<file path="config.mk">
export PLATFORM = sky130hd
export DESIGN_NAME = spi_master_port
export DESIGN_NICKNAME = d
export VERILOG_FILES = /design/src/shared/spi_master_port_pkg.sv /design/src/core/spi_byte_fifo.sv /design/src/core/spi_master_port.sv
export VERILOG_INCLUDE_DIRS = /design/src /design/src/shared
export SDC_FILE = /design/constraint.sdc
export NUM_CORES = 1
export LEC_CHECK = 0
export ABC_AREA = 1
export BUFFER_PORTS_ARGS = -buffer_cell sky130_fd_sc_hd__buf_4
export CAP_MARGIN = 10
export CELL_PAD_IN_SITES_DETAIL_PLACEMENT = 1
export CELL_PAD_IN_SITES_GLOBAL_PLACEMENT = 2
export CORE_ASPECT_RATIO = 2
export CORE_UTILIZATION = 39
export DETAILED_ROUTE_END_ITERATION = 6
export HOLD_SLACK_MARGIN = 0.02
export PLACE_DENSITY = 0.95
export REMOVE_ABC_BUFFERS = 1
export SETUP_SLACK_MARGIN = 0.1
export SLEW_MARGIN = 25
export SYNTH_ARGS = -nofsm -noshare
export SYNTH_HDL_FRONTEND = slang
export SYNTH_HIERARCHICAL = 1
export SYNTH_SLANG_ARGS = --single-unit
</file>
<file path="constraint.sdc">
create_clock -name clk -period 3.7 [get_ports clk]
set_input_delay 0.74 -clock clk [delete_from_list [all_inputs] [get_ports clk]]
set_output_delay 0.74 -clock clk [all_outputs]
set_load 0.1 [all_outputs]
</file>
<file path="src/shared/spi_master_port_defines.svh">
`ifndef SPI_MASTER_PORT_DEFINES_SVH
`define SPI_MASTER_PORT_DEFINES_SVH

// system clock and serial clock limits
`define SMP_SYS_CLK_HZ     125000000
`define SMP_SCLK_MAX_HZ    4000000
`define SMP_SCLK_MIN_HZ    100000
// half period bounds in system clocks
`define SMP_HALF_MIN       ((`SMP_SYS_CLK_HZ + 2 * `SMP_SCLK_MAX_HZ - 1) / (2 * `SMP_SCLK_MAX_HZ))
`define SMP_HALF_MAX       (`SMP_SYS_CLK_HZ / (2 * `SMP_SCLK_MIN_HZ))
`define SMP_HALF_W         16
// transfer shape
`define SMP_MAX_BYTES      128
`define SMP_LEN_W          8
`define SMP_BYTE_W         8
`define SMP_MSB            7
`define SMP_EDGE_W         4
`define SMP_LAST_EDGE      4'hf
`define SMP_FILL_BYTE      8'hff
`define SMP_IDLE_MOSI      1'b0
// buffering and extra selects
`define SMP_FIFO_DEPTH     8
`define SMP_GPIO_SEL_W     4

`endif

</file>
<file path="src/shared/spi_master_port_pkg.sv">
`include "spi_master_port_defines.svh"

package spi_master_port_pkg;

  typedef enum logic [2:0] {
    ST_IDLE  = 3'b000,
    ST_LOAD  = 3'b001,
    ST_SHIFT = 3'b010,
    ST_STORE = 3'b011,
    ST_DONE  = 3'b100
  } xfer_state_e;

  typedef struct packed {
    logic                     clock_polarity_select;
    logic                     clock_phase_select;
    logic                     select_active_high;
    logic [`SMP_HALF_W-1:0]   half_period;
  } spi_cfg_s;

  typedef struct packed {
    logic                     write;
    logic [`SMP_LEN_W-1:0]    len;
  } xfer_req_s;

  typedef struct packed {
    xfer_state_e              state;
    logic [`SMP_HALF_W-1:0]   half_cnt;
    logic [`SMP_HALF_W-1:0]   half_len;
    logic [`SMP_EDGE_W-1:0]   edge_cnt;
    logic [`SMP_LEN_W-1:0]    bytes_left;
    logic                     write;
    logic                     cpol;
    logic                     cpha;
    logic [`SMP_BYTE_W-1:0]   tx_sh;
    logic [`SMP_BYTE_W-1:0]   rx_sh;
    logic                     sclk;
    logic                     mosi;
    logic                     ss;
    logic                     miso_s1;
    logic                     miso_s2;
    logic                     miso_ie;
    logic                     busy;
    logic                     done;
    logic                     req_ready;
  } engine_s;

endpackage : spi_master_port_pkg
</file>
<file path="src/core/spi_byte_fifo.sv">
`timescale 1ns/100ps
`default_nettype none

module spi_byte_fifo #(
  parameter int WIDTH = 8,
  parameter int DEPTH = 8
) (
  input  wire logic             clk,
  input  wire logic             resetn,
  input  wire logic [WIDTH-1:0] in_data,
  input  wire logic             in_valid,
  output logic                  in_ready,
  output logic [WIDTH-1:0]      out_data,
  output logic                  out_valid,
  input  wire logic             out_ready
);

  localparam int CW = $clog2(DEPTH + 1);

  typedef struct packed {
    logic [DEPTH-1:0][WIDTH-1:0] mem;
    logic [CW-1:0]               count;
    logic                        not_empty;
    logic                        not_full;
  } fifo_state_s;

  localparam fifo_state_s RST = '{mem: '0, count: '0, not_empty: 1'b0, not_full: 1'b1};

  fifo_state_s st_ff;
  fifo_state_s nxt_st;
  logic        push;
  logic        pop;
  logic [CW-1:0] wr_idx;

  ////////////////////////////////////////////////////////////////////////
  // shift-register queue, head always in a flop
  always_comb begin
    nxt_st = st_ff;
    push   = in_valid & st_ff.not_full;
    pop    = out_ready & st_ff.not_empty;
    wr_idx = pop ? CW'(st_ff.count - CW'(1)) : st_ff.count;
    if (pop) begin
      for (int i = 0; i < DEPTH - 1; i++) begin
        nxt_st.mem[i] = st_ff.mem[i+1];
      end
      nxt_st.mem[DEPTH-1] = '0;
    end
    if (push) begin
      nxt_st.mem[wr_idx] = in_data;
    end
    nxt_st.count     = CW'(st_ff.count + CW'(push) - CW'(pop));
    nxt_st.not_empty = (nxt_st.count != '0);
    nxt_st.not_full  = (nxt_st.count != CW'(DEPTH));
  end

  always_ff @(posedge clk or negedge resetn) begin
    if (!resetn) begin
      st_ff <= RST;
    end else begin
      st_ff <= nxt_st;
    end
  end

  assign in_ready  = st_ff.not_full;
  assign out_data  = st_ff.mem[0];
  assign out_valid = st_ff.not_empty;

endmodule : spi_byte_fifo

`default_nettype wire

</file>
<file path="src/core/spi_master_port.sv">
`timescale 1ns/100ps
`default_nettype none
`include "spi_master_port_defines.svh"

module spi_master_port
  import spi_master_port_pkg::*;
#(
  parameter int GPIO_W     = `SMP_GPIO_SEL_W,
  parameter int FIFO_DEPTH = `SMP_FIFO_DEPTH
) (
  input  wire logic                   clk,
  input  wire logic                   resetn,
  input  wire logic                   enable,
  input  wire spi_cfg_s               link_cfg,
  input  wire logic                   slave_select_assert,
  input  wire logic [GPIO_W-1:0]      gpio_select_in,
  input  wire logic                   req_valid,
  input  wire xfer_req_s              req,
  output logic                        req_ready,
  output logic                        busy,
  output logic                        done,
  input  wire logic [`SMP_BYTE_W-1:0] tx_data,
  input  wire logic                   tx_valid,
  output logic                        tx_ready,
  output logic [`SMP_BYTE_W-1:0]      rx_data,
  output logic                        rx_valid,
  input  wire logic                   rx_ready,
  output logic                        sclk_out,
  output logic                        mosi_out,
  input  wire logic                   miso_in,
  output logic                        miso_input_enable,
  output logic                        slave_select_out,
  output logic [GPIO_W-1:0]           gpio_select_out
);

  typedef struct packed {
    engine_s             eng;
    logic [GPIO_W-1:0]   gpio;
  } port_state_s;

  localparam port_state_s RST = '0;

  port_state_s               st_ff;
  port_state_s               nxt_st;
  logic [`SMP_BYTE_W-1:0]    txq_data;
  logic                      txq_valid;
  logic                      txq_pop;
  logic                      rxq_ready;
  logic                      rxq_push;
  logic [`SMP_BYTE_W-1:0]    load_byte;
  logic                      lead_edge;
  logic                      sample_edge;

  ////////////////////////////////////////////////////////////////////////
  // helpers

  function automatic logic [`SMP_HALF_W-1:0] clamp_half(input logic [`SMP_HALF_W-1:0] h);
    if (h < `SMP_HALF_W'(`SMP_HALF_MIN)) begin
      return `SMP_HALF_W'(`SMP_HALF_MIN);
    end else if (h > `SMP_HALF_W'(`SMP_HALF_MAX)) begin
      return `SMP_HALF_W'(`SMP_HALF_MAX);
    end else begin
      return h;
    end
  endfunction : clamp_half

  function automatic logic [`SMP_LEN_W-1:0] clamp_len(input logic [`SMP_LEN_W-1:0] l);
    if (l > `SMP_LEN_W'(`SMP_MAX_BYTES)) begin
      return `SMP_LEN_W'(`SMP_MAX_BYTES);
    end else begin
      return l;
    end
  endfunction : clamp_len

  function automatic logic [`SMP_HALF_W-1:0] reload(input logic [`SMP_HALF_W-1:0] h);
    return `SMP_HALF_W'(h - `SMP_HALF_W'(1));
  endfunction : reload

  ////////////////////////////////////////////////////////////////////////
  // byte queues toward and from firmware

  spi_byte_fifo #(
    .WIDTH (`SMP_BYTE_W),
    .DEPTH (FIFO_DEPTH)
  ) u_tx_fifo (
    .clk       (clk),
    .resetn    (resetn),
    .in_data   (tx_data),
    .in_valid  (tx_valid),
    .in_ready  (tx_ready),
    .out_data  (txq_data),
    .out_valid (txq_valid),
    .out_ready (txq_pop)
  );

  spi_byte_fifo #(
    .WIDTH (`SMP_BYTE_W),
    .DEPTH (FIFO_DEPTH)
  ) u_rx_fifo (
    .clk       (clk),
    .resetn    (resetn),
    .in_data   (st_ff.eng.rx_sh),
    .in_valid  (rxq_push),
    .in_ready  (rxq_ready),
    .out_data  (rx_data),
    .out_valid (rx_valid),
    .out_ready (rx_ready)
  );

  ////////////////////////////////////////////////////////////////////////
  // next state

  always_comb begin
    nxt_st      = st_ff;
    txq_pop     = 1'b0;
    rxq_push    = 1'b0;
    load_byte   = `SMP_FILL_BYTE;
    lead_edge   = 1'b0;
    sample_edge = 1'b0;

    nxt_st.eng.done = 1'b0;

    // data in pin: two-flop synchroniser
    nxt_st.eng.miso_s1 = miso_in;
    nxt_st.eng.miso_s2 = st_ff.eng.miso_s1;

    nxt_st.eng.miso_ie = enable;

    nxt_st.eng.ss = link_cfg.select_active_high ? slave_select_assert : ~slave_select_assert;

    nxt_st.gpio = gpio_select_in;

    unique case (st_ff.eng.state)
      ST_IDLE: begin
        nxt_st.eng.sclk      = link_cfg.clock_polarity_select;
        nxt_st.eng.mosi      = `SMP_IDLE_MOSI;
        nxt_st.eng.busy      = 1'b0;
        nxt_st.eng.req_ready = enable;
        if (enable && st_ff.eng.req_ready && req_valid) begin
          nxt_st.eng.req_ready  = 1'b0;
          nxt_st.eng.busy       = 1'b1;
          nxt_st.eng.write      = req.write;
          nxt_st.eng.cpol       = link_cfg.clock_polarity_select;
          nxt_st.eng.cpha       = link_cfg.clock_phase_select;
          // half period never below SMP_HALF_MIN (16 clocks)
          nxt_st.eng.half_len   = clamp_half(link_cfg.half_period);
          nxt_st.eng.bytes_left = clamp_len(req.len);
          nxt_st.eng.state      = (req.len == '0) ? ST_DONE : ST_LOAD;
        end
      end

      ST_LOAD: begin
        load_byte = st_ff.eng.write ? txq_data : `SMP_FILL_BYTE;
        if (!st_ff.eng.write || txq_valid) begin
          txq_pop             = st_ff.eng.write;
          nxt_st.eng.edge_cnt = '0;
          nxt_st.eng.half_cnt = reload(st_ff.eng.half_len);
          nxt_st.eng.rx_sh    = '0;
          // phase zero presents bit before first edge
          if (!st_ff.eng.cpha) begin
            nxt_st.eng.mosi  = load_byte[`SMP_MSB];
            nxt_st.eng.tx_sh = {load_byte[`SMP_MSB-1:0], 1'b0};
          end else begin
            nxt_st.eng.tx_sh = load_byte;
          end
          nxt_st.eng.state = ST_SHIFT;
        end
      end

      ST_SHIFT: begin
        if (st_ff.eng.half_cnt != '0) begin
          nxt_st.eng.half_cnt = `SMP_HALF_W'(st_ff.eng.half_cnt - `SMP_HALF_W'(1));
        end else begin
          nxt_st.eng.half_cnt = reload(st_ff.eng.half_len);
          nxt_st.eng.sclk     = ~st_ff.eng.sclk;
          nxt_st.eng.edge_cnt = `SMP_EDGE_W'(st_ff.eng.edge_cnt + `SMP_EDGE_W'(1));
          lead_edge           = ~st_ff.eng.edge_cnt[0];
          sample_edge         = lead_edge ^ st_ff.eng.cpha;
          if (sample_edge) begin
            nxt_st.eng.rx_sh = {st_ff.eng.rx_sh[`SMP_MSB-1:0], st_ff.eng.miso_s2};
          end else if (st_ff.eng.edge_cnt != `SMP_LAST_EDGE) begin
            nxt_st.eng.mosi  = st_ff.eng.tx_sh[`SMP_MSB];
            nxt_st.eng.tx_sh = {st_ff.eng.tx_sh[`SMP_MSB-1:0], 1'b0};
          end
          if (st_ff.eng.edge_cnt == `SMP_LAST_EDGE) begin
            nxt_st.eng.state = ST_STORE;
          end
        end
      end

      ST_STORE: begin
        if (st_ff.eng.write || rxq_ready) begin
          rxq_push              = ~st_ff.eng.write;
          nxt_st.eng.bytes_left = `SMP_LEN_W'(st_ff.eng.bytes_left - `SMP_LEN_W'(1));
          nxt_st.eng.state      = (st_ff.eng.bytes_left == `SMP_LEN_W'(1)) ? ST_DONE : ST_LOAD;
        end
      end

      ST_DONE: begin
        nxt_st.eng.done      = 1'b1;
        nxt_st.eng.busy      = 1'b0;
        nxt_st.eng.req_ready = enable;
        nxt_st.eng.mosi      = `SMP_IDLE_MOSI;
        nxt_st.eng.sclk      = st_ff.eng.cpol;
        nxt_st.eng.state     = ST_IDLE;
      end
    endcase

    // disable aborts any transfer
    if (!enable) begin
      nxt_st.eng.state     = ST_IDLE;
      nxt_st.eng.sclk      = link_cfg.clock_polarity_select;
      nxt_st.eng.mosi      = `SMP_IDLE_MOSI;
      nxt_st.eng.busy      = 1'b0;
      nxt_st.eng.done      = 1'b0;
      nxt_st.eng.req_ready = 1'b0;
    end
  end

  ////////////////////////////////////////////////////////////////////////
  // state register

  always_ff @(posedge clk or negedge resetn) begin
    if (!resetn) begin
      st_ff <= RST;
    end else begin
      st_ff <= nxt_st;
    end
  end

  ////////////////////////////////////////////////////////////////////////
  // pins and status, straight from flops

  assign sclk_out          = st_ff.eng.sclk;
  assign mosi_out          = st_ff.eng.mosi;
  assign slave_select_out  = st_ff.eng.ss;
  assign gpio_select_out   = st_ff.gpio;
  assign miso_input_enable = st_ff.eng.miso_ie;
  assign req_ready         = st_ff.eng.req_ready;
  assign busy              = st_ff.eng.busy;
  assign done              = st_ff.eng.done;

endmodule : spi_master_port

`default_nettype wire

</file>
# [Word level (Yosys, flattened, before mapping)]
# Cells that the tools add are included.
[word_totals] ff_bits=219 inputBits=48 out_inout_bits=21 word_cells=177
[classes] n_addsub=10 magnitude_cmp=7 n_eq_ne=27 mux=58 bitwise_logic=9 n_reduce_logical=24
[op_table] operator="$mux W64" n=4
[op_table] operator="$bwmux W64" n=2
[op_table] operator="$mux W8" n=9
[op_table] operator="$mux W16" n=4
[op_table] operator="$pmux W16 S2" n=2
[op_table] operator="$demux W8 S3" n=2
[op_table] operator="$sub A16 B1 Y16 const B" n=2
[op_table] operator="$mux W3" n=8
[op_table] operator="$ne A3 B3 Y1 const B" n=8
[op_table] operator="$mux W19" n=1
[op_table] operator="$mux W18" n=1
[op_table] operator="$gt A16 B10 Y1 const B" n=1
[op_table] operator="$lt A16 B5 Y1 const B" n=1
[op_table] operator="$mux W4" n=4
[op_table] operator="$pmux W8 S2" n=1
[op_table] operator="$reduce_bool A16 Y1" n=1
[op_table] operator="$pmux W3 S5" n=1
[op_table] operator="$ne A2 B2 Y1 const B" n=7
[op_table] operator="$mux W1" n=12
[op_table] operator="$ne A4 B4 Y1 const B" n=3
[op_table] operator="$mux W11" n=1
[op_table] operator="$reduce_and A5 Y1" n=2
[op_table] operator="$add A4 B1 Y4" n=2
[op_table] operator="$eq A8 B1 Y1 const B" n=1
[op_table] operator="other kinds (33)" n=55

# [Logic depth before layout (Yosys ltp)]
[logic_depth] depth_word=12 ltp_mapped=14 depth_no_buf=13

# [Cells and area by module]
# Netlist, hierarchy kept.
[by_module_without_submodules] mod="spi_master_port" n_inst=1 cells_each=681 area_each_um2=4765.8 seq_area_each_um2=1976.9
[by_module_without_submodules] mod="spi_byte_fifo at u_rx_fifo" n_inst=1 cells_each=513 area_each_um2=3831.2 seq_area_each_um2=1752.9
[by_module_without_submodules] mod="spi_byte_fifo at u_tx_fifo" n_inst=1 cells_each=516 area_each_um2=3817.4 seq_area_each_um2=1752.9

# [Least setup slack after synthesis]
# OpenSTA, ideal clock, no wires.
[synth_path] path_kind="register -> register" from="reg u_rx_fifo.st_ff (netlist bit u_rx_fifo/out_valid)" to="reg u_rx_fifo.st_ff (netlist bit u_rx_fifo/out_valid)" setup_ns=0.125 arrival_ns=2.743 t_required_ns=3.575 slack_ns=0.832 stages_incl_launch_ff=11 path_buffers=2 period_less_slack_ns=2.868 cell_sequence="dfrtp_1 -> nand2_2 -> inv_2 -> buf_2 -> buf_2 -> nand2_1 -> nand2_1 -> ha_1 -> fa_1 -> nor3_1 -> nand2_1"
[synth_rtl] item="start: declaration" line_no="spi_byte_fifo.sv:29" text="fifo_state_s st_ff;"
[synth_rtl] item="start signal: assignment" line_no="spi_byte_fifo.sv:60" text="st_ff <= nxt_st;"

==> reports/qor.yml <==
synth_edf_count: 0
drv_cap: 0
syn_inst: 1710
dpl.cell_count: 2116
crit_path_end_kind: "register"
crit_arrival_ns: 3.19
max_slew.worst_pin.slew_ns: 0.741
overflow: 0
grt_max_degree: 86
finalCritPeriodShare_pct: 75.2
fmax_mhz: 360
cts_tree: "done"
synth_seq_cells: 219
ant_nets: 0
setup_violations: 0
clock_latency_ns: 0.53
numPortBuffers: 68
multi_input_area_sq_mm: 0.00581
drtIter0Drc: 492
crit_family: "simple AND/OR/NAND/NOR gates"
grt_usage_pct: 22.4
path_depth: 12
syn_avg_cell_area_sq_um: 7.26
synth_ff_type: "dfrtp_1"
final_layout_size_suffix_gt1_share_pct: 9.98
dr.pass1.iters: 4
antenna_found_initial: 0
die_area_sq_mm: 0.0326
final_cell_area_sq_mm: 0.0138
cts_resized: 0
vias: 11100
synthArstFlopShare_pct: 100
routabilityCongestion: 0.793
regArea_sq_mm: 0.00548
htreeDepth: 1
crit_path_max_fanout: 21
power_density_mw_per_mm2: 762
core_sq_mm: 0.0314
outcome: "complete, no violations"
cts_root_buffer: "clkbuf_16"
cts_hold_buf: 0
fillers: 4013
final_nets: 1786
drc: 0
placed_area_sq_mm: 0.0130
final-max-slew-violation-count: 0
hpwl_mm: 24.9
die_y_um: 254
diodes: 0
rsz0062_at_grt: "no"
hold_ws_ns: 0.220
grt_pass1_vias: 11800
ys_seq_area_share_pct: 44.2
leakage_nw: 6.80
synth_cell_types: 39
required_ns: 4.11
crit_type: "reg -> reg"
ir_drop_uv: 681
final_common_cell: "nand2_1"
report.final.hold_viol_count: 0
wl_per_cell_um: 16.1
fin_tns_setup_ns: 0
die_w_um: 128
post-route-min-period_ns: 2.78
cp_cell_sequence: "inv_1 > nand3_2 > nor2_1 > nand2_2 > nor2_1 > nand2_1 > nand2_1 > nand2_1 > nor2_4 > nand2_1 > nand2_1 > nand2_1"
slew_headroom_pct: 50.5
via_per_inst: 5.13
cp_slowest_cell: "nor2_4"
max_stage_delay_ns: 0.46
rr_worst_depth: 12
final_cells: 2156
final_util_pct: 44.0
wl_mm: 34.8
core.rowCount: 92
areaGrowthSynthToFinish_pct: 11.3
cp.buffers_inverters: 1
worst_clock_skew_ns: 0.0126
path_clk_slew_ns: 0.07
layout_common_cells: "nand2_1 (615), dfrtp_1 (217), nand3_1 (201)"
cts_buffers: 23
synth_area_sq_mm: 0.0124
cts.path.max_buffers: 3
crit_path_frequent_cell: "nand2_1"
cts_setup_buffers: 0
grt_pass1_wl_mm: 58.4
crit_path_start_kind: "register"
hold_class: "in -> async"
initial_core_util_pct: 39.5
ios: 69
yosysWarnings: 6
cts_sinks: 219
[kinds of logic after synthesis]
group,Yosys count,synth area share [%]
fa+ha+maj,20,2.14
xor+xnor,20,1.41
flops,219,44.2
compound gates,204,9.27
simple gates,999,33.9
buf+inv,248,9.07
[power by group]
part / leakage (nW) / internal [mW] / switching [mW]
Clock: 0.379 / 1.47 / 0.997
Sequential: 2.88 / 3.04 / 0.480
Combinational: 3.54 / 1.35 / 3.19
Total: 6.80 / 5.86 / 4.66
[worst paths after layout]
path / start / to / slack (ns)
max in group asynchronous: resetn / st_ff[45] / 2.63
worst max register to register: st_ff[78] / u_tx_fifo/st_ff[52] / 0.92
worst max-delay path: st_ff[78] / u_tx_fifo/st_ff[52] / 0.92
worst min register to register: nxt_st[8] / st_ff[8] / 0.35
worst min-delay path: resetn / u_rx_fifo/st_ff[55] / 0.22
min in group clk: gpio_select_in[1] / gpio_select_out[1] / 0.32
[metrics by stage]
step | power [mW] | setup WS, ns
global route | 11.4 | 0.642
floorplan | 6.73 | 0.0452
finish | 10.5 | 0.919
CTS | 10.6 | 0.909
detailed placement | 8.13 | 0.935
global placement | 7.91 | 1.04
[routing by layer]
layer | share of wire (%) | vias to the layer above | track usage [%] | wire length (um)
li1 | - | 5401 | - | -
met1 | 35 | 5431 | 21.5 | 12300
met2 | 59 | 143 | 46.8 | 20400
met3 | 1.9 | 79 | 1.95 | 674
met4 | 3.9 | 0 | 9.65 | 1370
met5 | 0 | - | 0 | 0
[state kept, by name, summed over array words and instances (netlist names)]
signal / flops
busy: 1
done: 1
gpio_select_out: 4
miso_input_enable: 1
mosi_out: 1
nxt_st: 1
req_ready: 1
sclk_out: 1
slave_select_out: 1
st_ff: 67
u_rx_fifo/in_ready: 1
u_rx_fifo/out_data: 8
u_rx_fifo/out_valid: 1
u_rx_fifo/st_ff: 60
u_tx_fifo/in_ready: 1
u_tx_fifo/out_data: 8
u_tx_fifo/out_valid: 1
u_tx_fifo/st_ff: 60
[Yosys cell counts, types with 12 or more instances]
cell / instances / share of area [%]
nand2_1: 615 / 19
dfrtp_1: 217 / 44
nand3_1: 201 / 8.1
o21ai_0: 153 / 6.2
inv_1: 139 / 4.2
nor2_1: 133 / 4.0
buf_2: 27 / 1.1
buf_4: 25 / 1.5
clkbuf_1: 23 / 0.70
ha_1: 18 / 1.8
clkbuf_2: 16 / 0.65
nand2_2: 15 / 0.76
xnor2_1: 12 / 0.85
[cell type report]
cell class                      count  area share (%)
Inverter                          149            4.07
Multi-Input combinational cell   1243            42.0
Clock buffer                       34            4.90
Tap cell                          423            3.83
Clock inverter                      6           0.797
Timing Repair Buffer               82            4.69
Sequential cell                   219            39.7
[worst register-to-register path, delay by kind of cell (launching register included)]
| family | cells | cell delay, ns |
|---|---|---|
| simple gates | 11 | 2.08 |
| buf+inv | 1 | 0.15 |
| flops | 1 | 0.45 |
(Power assumes the default switching activity.)
